<file path="config.mk">
export PLATFORM = sky130hd
export DESIGN_NAME = tsps_top
export DESIGN_NICKNAME = d
export VERILOG_FILES = /design/src/tsps_pkg.sv /design/src/tsps_top.sv
export VERILOG_INCLUDE_DIRS = /design/src
export SDC_FILE = /design/constraint.sdc
export NUM_CORES = 1
export LEC_CHECK = 0
export ABC_CLOCK_PERIOD_IN_PS = 17640
export BUFFER_PORTS_ARGS = -buffer_cell sky130_fd_sc_hd__buf_2
export CAP_MARGIN = 10
export CORE_UTILIZATION = 58
export CTS_CLUSTER_SIZE = 12
export DETAILED_ROUTE_END_ITERATION = 7
export GPL_TIMING_DRIVEN = 0
export MAX_ROUTING_LAYER = met4
export PLACE_DENSITY = 0.86
export SLEW_MARGIN = 15
export SYNTH_ARGS = -nofsm -noshare
export SYNTH_HDL_FRONTEND = slang
export SYNTH_SLANG_ARGS = --single-unit
</file>
<file path="constraint.sdc">
create_clock -name mclk_i -period 17.64 [get_ports mclk_i]
set_input_delay 2.646 -clock mclk_i [delete_from_list [all_inputs] [get_ports mclk_i]]
set_output_delay 2.646 -clock mclk_i [all_outputs]
set_load 0.05 [all_outputs]
</file>
<file path="src/tsps_defs.svh">
/*
 * Register offsets, field positions, reset values and guard band ratios
 * for the tap sign and posture status block.
 * Assumes it is included once, by the block's module only.
 */
`ifndef TSPS_DEFS_SVH
`define TSPS_DEFS_SVH

// ****************************************************************
// Register indices; the byte address is four times the index.
// ****************************************************************
`define TSPS_IDX_CAUSE      8'h30
`define TSPS_IDX_TAP_DIR    8'h3a
`define TSPS_IDX_CONFIG     8'h3b
`define TSPS_IDX_STATUS     8'h3c
`define TSPS_IDX_TAP_AXES   8'h40
`define TSPS_IDX_RATE       8'h41

// ****************************************************************
// Field positions and reset values.
// ****************************************************************
`define TSPS_CFG_EN_BIT     7
`define TSPS_CFG_SOLID_BIT  3
`define TSPS_CAUSE_SHARED   0
`define TSPS_CONFIG_RST     8'h00
`define TSPS_TAP_AXES_RST   3'h0
`define TSPS_RATE_RST       8'h0a

// ****************************************************************
// Guard band ratios tan(45 deg + angle) in units of 1/64.
// Flat: 3.3 5.8 8.2 10.3 12.3 14.1 15.6 17.0 degrees.
// Solid: 2.5 6.3 9.8 13.0 16.0 18.6 20.9 23.0 degrees.
// ****************************************************************
`define TSPS_RATIO_ONE      8'h40
`define TSPS_FLAT_RATIOS    {8'h78, 8'h70, 8'h6a, 8'h63, 8'h5c, 8'h55, 8'h4e, 8'h48}
`define TSPS_SOLID_RATIOS   {8'h9e, 8'h8f, 8'h81, 8'h73, 8'h66, 8'h5a, 8'h50, 8'h46}

`endif

</file>
<file path="src/tsps_pkg.sv">
/*
 * Types shared by the tap sign and posture status block.
 * Assumes nothing of its surroundings.
 */
package tsps_pkg;

	// Flat (two axis) and solid (three axis) posture codes.
	typedef logic [1:0] tsps_flat_t;
	typedef logic [2:0] tsps_solid_t;

	// Per-axis triple, bit 2 is X, bit 1 is Y, bit 0 is Z.
	typedef logic [2:0] tsps_axes_t;

endpackage : tsps_pkg

</file>
<file path="src/tsps_top.sv">
/*
 * Tap direction flags and posture (orientation) detector with an
 * Avalon-MM register slave using word addresses.
 * Assumes tap detection, overrun detection, standby control and the
 * acceleration sample stream come from logic on the same clock.
 */
// Our own choice: the Avalon-MM slave port.
`timescale 1ns/1ps
`include "tsps_defs.svh"

module tsps_top
	import tsps_pkg::*;
(
	// Clock and reset.
	input  wire logic               mclk_i,
	input  wire logic               rst_i,
	// Avalon-MM slave, word addressed.
	input  wire logic [7:0]         address_i,
	input  wire logic               read_i,
	input  wire logic               write_i,
	input  wire logic [3:0]         byteenable_i,
	input  wire logic [31:0]        writedata_i,
	output logic      [31:0]        readdata_o,
	output logic                    waitrequest_o,
	// Tap detector results.
	input  wire logic               tap_event_i,
	input  wire logic [2:0]         tap_first_axis_i,
	input  wire logic [2:0]         tap_negative_i,
	// Acceleration samples.
	input  wire logic               sample_valid_i,
	input  wire logic signed [15:0] accel_x_i,
	input  wire logic signed [15:0] accel_y_i,
	input  wire logic signed [15:0] accel_z_i,
	// Shared event position and power state.
	input  wire logic               overrun_i,
	input  wire logic               standby_i,
	output logic                    shared_event_o,
	output logic                    posture_pending_o
);

	// ****************************************************************
	// Bus slave.
	// ****************************************************************
	logic        ack_reg;
	logic [31:0] rdata_reg;
	logic [7:0]  rdata_next;
	logic        req;
	logic        accept;
	logic        wr_acc;
	logic        rd_acc;

	// One wait cycle per access: data is gathered, then the access is taken.
	assign req           = read_i | write_i;
	assign waitrequest_o = req & ~ack_reg;
	assign accept        = req & ack_reg;
	assign wr_acc        = accept & write_i & byteenable_i[0];
	assign rd_acc        = accept & read_i;
	assign readdata_o    = rdata_reg;

	always_ff @(posedge mclk_i)
	begin
		if (rst_i)
			ack_reg <= 1'b0;
		else
			ack_reg <= req & ~ack_reg;
	end

	always_ff @(posedge mclk_i)
	begin
		if (rst_i)
			rdata_reg <= 32'h0000_0000;
		else if (req & ~ack_reg)
			rdata_reg <= {24'h00_0000, rdata_next};
	end

	// ****************************************************************
	// Control registers.
	// ****************************************************************
	logic [7:0]  config_reg;
	logic [7:0]  rate_reg;
	tsps_axes_t  tap_axes_reg;
	logic        wr_config;
	logic        wr_rate;
	logic        posture_en;
	logic        solid_sel;
	logic [2:0]  guard_code;
	logic [3:0]  filt_shift;

	assign wr_config  = wr_acc & (address_i == `TSPS_IDX_CONFIG);
	assign wr_rate    = wr_acc & (address_i == `TSPS_IDX_RATE);
	assign posture_en = config_reg[`TSPS_CFG_EN_BIT];
	assign solid_sel  = config_reg[`TSPS_CFG_SOLID_BIT];
	assign guard_code = config_reg[6:4];
	assign filt_shift = {1'b0, config_reg[2:0]} + 4'h1;

	// Written only at the accepted edge, low byte lane only.
	always_ff @(posedge mclk_i)
	begin
		if (rst_i)
		begin
			config_reg   <= `TSPS_CONFIG_RST;
			rate_reg     <= `TSPS_RATE_RST;
			tap_axes_reg <= `TSPS_TAP_AXES_RST;
		end
		else if (wr_acc)
		begin
			if (wr_config)
				config_reg <= writedata_i[7:0];
			if (wr_rate)
				rate_reg <= writedata_i[7:0];
			if (address_i == `TSPS_IDX_TAP_AXES)
				tap_axes_reg <= writedata_i[2:0];
		end
	end

	// ****************************************************************
	// Tap direction flags.
	// ****************************************************************
	tsps_axes_t tap_neg_reg;
	tsps_axes_t tap_hit_reg;
	tsps_axes_t tap_neg_next;
	tsps_axes_t tap_hit_next;

	// Sign follows only enabled axes; a disabled axis keeps its old sign.
	assign tap_neg_next = (tap_negative_i & tap_axes_reg) | (tap_neg_reg & ~tap_axes_reg);
	// Overwritten at each tap; a disabled axis is forced to zero here.
	assign tap_hit_next = tap_first_axis_i & tap_axes_reg;

	always_ff @(posedge mclk_i)
	begin
		if (rst_i)
		begin
			tap_neg_reg <= 3'h0;
			tap_hit_reg <= 3'h0;
		end
		else if (tap_event_i)
		begin
			tap_neg_reg <= tap_neg_next;
			tap_hit_reg <= tap_hit_next;
		end
	end

	// ****************************************************************
	// Low-pass filter, one per axis.
	// ****************************************************************
	logic signed [15:0] accel_in   [3];
	logic signed [15:0] filt_reg   [3];
	logic signed [15:0] filt_next  [3];
	logic        [15:0] mag        [3];

	assign accel_in[0] = accel_x_i;
	assign accel_in[1] = accel_y_i;
	assign accel_in[2] = accel_z_i;

	// Exponential average with gain 1/2^(code+1); cheaper than a true
	// box average and it needs no sample history.
	for (genvar a = 0; a < 3; a++)
	begin : g_filt
		logic signed [16:0] diff;
		logic signed [16:0] step;
		assign diff         = 17'(accel_in[a]) - 17'(filt_reg[a]);
		assign step         = diff >>> filt_shift;
		assign filt_next[a] = 16'(17'(filt_reg[a]) + step);
		assign mag[a]       = filt_next[a][15] ? 16'(-filt_next[a]) : 16'(filt_next[a]);

		always_ff @(posedge mclk_i)
		begin
			if (rst_i | wr_rate)
				filt_reg[a] <= 16'h0000;
			else if (sample_valid_i)
				filt_reg[a] <= filt_next[a];
		end
	end

	// ****************************************************************
	// Posture classification.
	// ****************************************************************
	logic [63:0] flat_tab;
	logic [63:0] solid_tab;
	logic [7:0]  flat_ratio;
	logic [7:0]  solid_ratio;
	logic        x_over_y;
	logic [15:0] flat_dom;
	logic [15:0] flat_sub;
	logic        flat_ok;
	tsps_flat_t  flat_code;
	logic [1:0]  solid_axis;
	logic [15:0] solid_dom;
	logic [15:0] solid_sub;
	logic        solid_ok;
	tsps_solid_t solid_code;

	assign flat_tab    = `TSPS_FLAT_RATIOS;
	assign solid_tab   = `TSPS_SOLID_RATIOS;
	assign flat_ratio  = flat_tab[guard_code*8 +: 8];
	assign solid_ratio = solid_tab[guard_code*8 +: 8];

	// Flat: X against Y, valid only outside the guard band.
	assign x_over_y  = mag[0] >= mag[1];
	assign flat_dom  = x_over_y ? mag[0] : mag[1];
	assign flat_sub  = x_over_y ? mag[1] : mag[0];
	assign flat_ok   = (24'(flat_dom) * 24'(`TSPS_RATIO_ONE)) > (24'(flat_sub) * 24'(flat_ratio));
	assign flat_code = x_over_y ? {1'b0, filt_next[0][15]} : {1'b1, filt_next[1][15]};

	// Solid: largest axis against the runner-up.
	assign solid_axis = (mag[0] >= mag[1] && mag[0] >= mag[2]) ? 2'h0 :
	                    (mag[1] >= mag[2]) ? 2'h1 : 2'h2;
	assign solid_dom  = mag[solid_axis];
	assign solid_sub  = (solid_axis == 2'h0) ? ((mag[1] >= mag[2]) ? mag[1] : mag[2]) :
	                    (solid_axis == 2'h1) ? ((mag[0] >= mag[2]) ? mag[0] : mag[2]) :
	                    ((mag[0] >= mag[1]) ? mag[0] : mag[1]);
	assign solid_ok   = (24'(solid_dom) * 24'(`TSPS_RATIO_ONE)) > (24'(solid_sub) * 24'(solid_ratio));

	// Positive axes count 3, 2, 1 for X, Y, Z; negatives are 7 minus that.
	always_comb
	begin
		logic [2:0] base;
		base = 3'h3 - {1'b0, solid_axis};
		solid_code = filt_next[solid_axis][15] ? (3'h7 - base) : base;
	end

	// ****************************************************************
	// Posture status and event.
	// ****************************************************************
	logic        flat_valid_reg;
	logic        solid_valid_reg;
	tsps_flat_t  flat_code_reg;
	tsps_solid_t solid_code_reg;
	logic        flat_seen_reg;
	logic        solid_seen_reg;
	logic        pending_reg;
	logic        restart;
	logic        dis_wr;
	logic        flat_change;
	logic        solid_change;
	logic        event_set;
	logic        event_clr;
	logic        pending_next;

	assign restart = wr_rate;
	assign dis_wr  = wr_config & ~writedata_i[`TSPS_CFG_EN_BIT];

	// A change counts only from one stored valid code to another valid one.
	assign flat_change  = flat_ok & flat_seen_reg & (flat_code != flat_code_reg);
	assign solid_change = solid_ok & solid_seen_reg & (solid_code != solid_code_reg);
	assign event_set    = posture_en & sample_valid_i & ~restart & ~standby_i & ~dis_wr &
	                      (solid_sel ? solid_change : flat_change);

	// A read clears only what the host was shown, so a set in the same
	// window is kept for the next read.
	assign event_clr    = (rd_acc & (address_i == `TSPS_IDX_CAUSE) &
	                       rdata_reg[`TSPS_CAUSE_SHARED]) | wr_rate | standby_i | dis_wr;
	assign pending_next = posture_en & (event_set | (pending_reg & ~event_clr));

	always_ff @(posedge mclk_i)
	begin
		if (rst_i | restart)
		begin
			flat_valid_reg  <= 1'b0;
			solid_valid_reg <= 1'b0;
			flat_code_reg   <= 2'h0;
			solid_code_reg  <= 3'h0;
			flat_seen_reg   <= 1'b0;
			solid_seen_reg  <= 1'b0;
		end
		else if (sample_valid_i)
		begin
			flat_valid_reg  <= flat_ok;
			solid_valid_reg <= solid_ok;
			if (flat_ok)
			begin
				flat_code_reg <= flat_code;
				flat_seen_reg <= 1'b1;
			end
			if (solid_ok)
			begin
				solid_code_reg <= solid_code;
				solid_seen_reg <= 1'b1;
			end
		end
	end

	always_ff @(posedge mclk_i)
	begin
		if (rst_i)
			pending_reg <= 1'b0;
		else
			pending_reg <= pending_next;
	end

	assign posture_pending_o = pending_reg;
	assign shared_event_o    = posture_en ? pending_reg : overrun_i;

	// ****************************************************************
	// Read multiplexer.
	// ****************************************************************
	always_comb
	begin
		unique case (address_i)
			`TSPS_IDX_CAUSE:    rdata_next = {7'h00, shared_event_o};
			`TSPS_IDX_TAP_DIR:  rdata_next = {1'b0, tap_neg_reg, 1'b0, tap_hit_reg};
			`TSPS_IDX_CONFIG:   rdata_next = config_reg;
			`TSPS_IDX_STATUS:   rdata_next = {1'b0, flat_valid_reg, flat_code_reg,
			                                  solid_valid_reg, solid_code_reg};
			`TSPS_IDX_TAP_AXES: rdata_next = {5'h00, tap_axes_reg};
			`TSPS_IDX_RATE:     rdata_next = rate_reg;
			default:            rdata_next = 8'h00;
		endcase
	end

endmodule : tsps_top

</file>
==> impl_metrics.json <==
{
  "vias": 23100,
  "cp_slowest_cell": "fa_1",
  "cts_hold_buffers": 0,
  "synth_edf_count": 48,
  "maxSlewHeadroom_pct": 23.9,
  "grt_first_pass_wirelength_um": 114000,
  "ios": 141,
  "drt-wirelength-per-cell_um": 20.9,
  "worst_clock_skew_ns": 0.0188,
  "reg2reg_slack_ns": 1.75,
  "avgViaCountPerCell": 6.30,
  "cts_buffers": 9,
  "rsz0062_at_grt": "true",
  "synth_area_sq_um": 22400,
  "yosysTopAreaCell": "ha_1",
  "finalSetupViolCount": 1,
  "largest_reg_flops": 48,
  "clock_path_buffers": 2,
  "violations": "setup timing",
  "drt_iter0_drc": 2146,
  "r2r-end": "posture_pending_o$_SDFF_PP0_",
  "rows": 71,
  "synthArstFlopShare_pct": 0,
  "numPortBuffers": 88,
  "nFillCells": 2941,
  "overflow": 0,
  "syn_avg_cell_area_sq_um": 7.71,
  "synth_area_leaders": "ha_1, fa_1, edfxtp_1, nor2_1, inv_1",
  "dp_slack_ns": -2.83,
  "cts.sinks": 92,
  "yosysWarnings": 0,
  "die_area_sq_um": 39400,
  "layout_commonest_cell": "nor2_1",
  "path_max_fanout": 9,
  "r2r_start": "filt_reg[2][1]$_SDFFCE_PN0P_",
  "status": "finished, violations left",
  "tightest_slew_ns": 1.13,
  "fp.dieH_um": 198,
  "core_area_sq_um": 37800,
  "drt-total-wl_um": 76700,
  "syn_to_final_growth_pct": 18.3,
  "max_stage_delay_ns": 0.54,
  "worstHoldPathCells": 2,
  "crit_path_end_kind": "flip-flop",
  "antenna_found_initial": 0,
  "ys_ff_latch": 92,
  "gp_congestion": 1.05,
  "cts_max_level": 3,
  "drive_gt1_share_pct": 17.5,
  "max_freq_mhz": 56.7,
  "drc": 0,
  "final_antenna_net_count": 0,
  "setup_ws_ns": -0.00102,
  "start_util_pct": 59.1,
  "cts_tree": "built",
  "ys_seq_area_share_pct": 10.4,
  "grt_pass1_vias": 21800,
  "maxSlewViolCount": 0,
  "dr.pass1.iters": 7,
  "min_from": "solid_seen_reg$_SDFFE_PP0P_",
  "antenna_cells": 0,
  "min_to": "solid_seen_reg$_SDFFE_PP0P_",
  "synth_top_area_share_pct": 15.7,
  "insertion_delay_ns": 0.37,
  "reg2reg_depth": 66,
  "drv_cap": 0,
  "final_cell_mix": "nor2_1, inv_1, ha_1, nand2_1, a21oi_1",
  "crit_type": "in -> reg",
  "period_needed_ns": 17.64,
  "critPathLaunchType": "primary input",
  "synthCells": 2903,
  "track_usage_pct": 37.8,
  "synthFlopType": "edfxtp_1",
  "nets": 3699,
  "hpwl_um": 59500,
  "worstPathArrival_ns": 17.92,
  "hold_path_class": "reg -> reg",
  "yosys.cell_types.count": 96,
  "hold_violations": 0,
  "grt_max_degree": 38,
  "die_w_um": 198,
  "fin_crit_sh_pct": 100,
  "clk_pin_slew_ns": 0.08,
  "required_ns": 17.92,
  "cts-root-buf": "clkbuf_16"
}
cell families after synthesis:
kind of cell,Yosys count,share of synthesized area [%]
buffers and inverters,468,8.35
XOR/XNOR,141,5.65
multiplexers,105,5.01
other,1,0.0168
adder cells (fa/ha/maj),441,30.0
AO/OA/AOI/OAI,679,19.9
flip-flops,92,10.4
AND/OR/NAND/NOR,976,20.6
Yosys cell counts (all sizes together) (10+ instances only):
cell type	instances
nor2	354
inv	341
ha	281
nand2	229
a21oi	208
fa	160
o21ai	139
mux2i	86
xnor2	80
clkbuf	77
a21o	69
nor3	60
xor2	60
and2	58
nand3	53
buf	50
edfxtp	48
nand2b	45
dfxtp	44
a211oi	39
nor2b	38
o21a	37
and3	30
or2	24
a31oi	21
nand4	21
or3	17
a221oi	15
mux2	15
o211ai	13
o21bai	13
a21boi	12
a221o	11
o22ai	11
o31a	10
worst max-delay path by stage:
stage                       startpoint                      endpoint  slack, ns  cells past startpoint
after global routing      accel_z_i[1]  posture_pending_o$_SDFF_PP0_      -0.42                     63
after floorplan           accel_y_i[1]  posture_pending_o$_SDFF_PP0_       0.91                     66
after detailed placement  accel_y_i[1]  posture_pending_o$_SDFF_PP0_      -2.83                     69
after global placement    accel_y_i[1]  posture_pending_o$_SDFF_PP0_      -2.41                     69
after CTS                 accel_y_i[1]  posture_pending_o$_SDFF_PP0_      0.002                     72
final                     accel_z_i[1]  posture_pending_o$_SDFF_PP0_     -0.001                     66
area by class of cell:
cell class | count | area (sq um) | share of cell area, %
inverters | 341 | 1280 | 4.84
clock buffers | 9 | 225 | 0.851
clock inverters | 7 | 76.3 | 0.288
flip-flops and latches | 92 | 2320 | 8.77
well taps | 511 | 639 | 2.42
multi-input cells | 2366 | 19700 | 74.3
repair buffers | 223 | 1550 | 5.86
plain buffers | 119 | 716 | 2.70
metal layers:
layer	wire length [um]	up-vias	GRT usage (%)
met5	0	-	-
met4	4430	0	18.5
met3	6400	300	3.75
met2	35600	1310	61.3
met1	30300	11000	47.3
li1	-	10500	-
repair_timing:
item,CTS,global route
setup endpoints to repair,10,10
cloned,0,1
pin swaps,19,121
buffers inserted,26,104
gates resized for setup,110,252
critical path, delay by kind of cell:
family / cells / cell delay, ns
and+or+nand+nor: 13 / 2.98
xor gates and xnor gates: 4 / 1.11
buffers and inverters: 9 / 1.01
muxes: 2 / 0.42
adders and majority gates: 9 / 3.62
AOI/OAI and AO/OA: 29 / 6.12
per-stage QoR:
| step | instances | hold WS (ns) | utilization (%) | setup TNS [ns] | area [sq um] |
|---|---|---|---|---|---|
| after floorplan | 2926 | 0.418 | - | 0 | 22500 |
| after global placement | 3525 | 0.424 | 62.2 | -20.24 | 23500 |
| after detailed placement | 3529 | 0.443 | 62.3 | -24.57 | 23600 |
| after CTS | 3564 | 0.454 | 65.0 | 0 | 24600 |
| after global routing | 3668 | 0.476 | 69.9 | -2.16 | 26500 |
| final | 3668 | 0.455 | 69.9 | -0.00102 | 26500 |
Power is not shown: default switching activity piles up to over one toggle a cycle in this logic, so the estimate is an artifact.
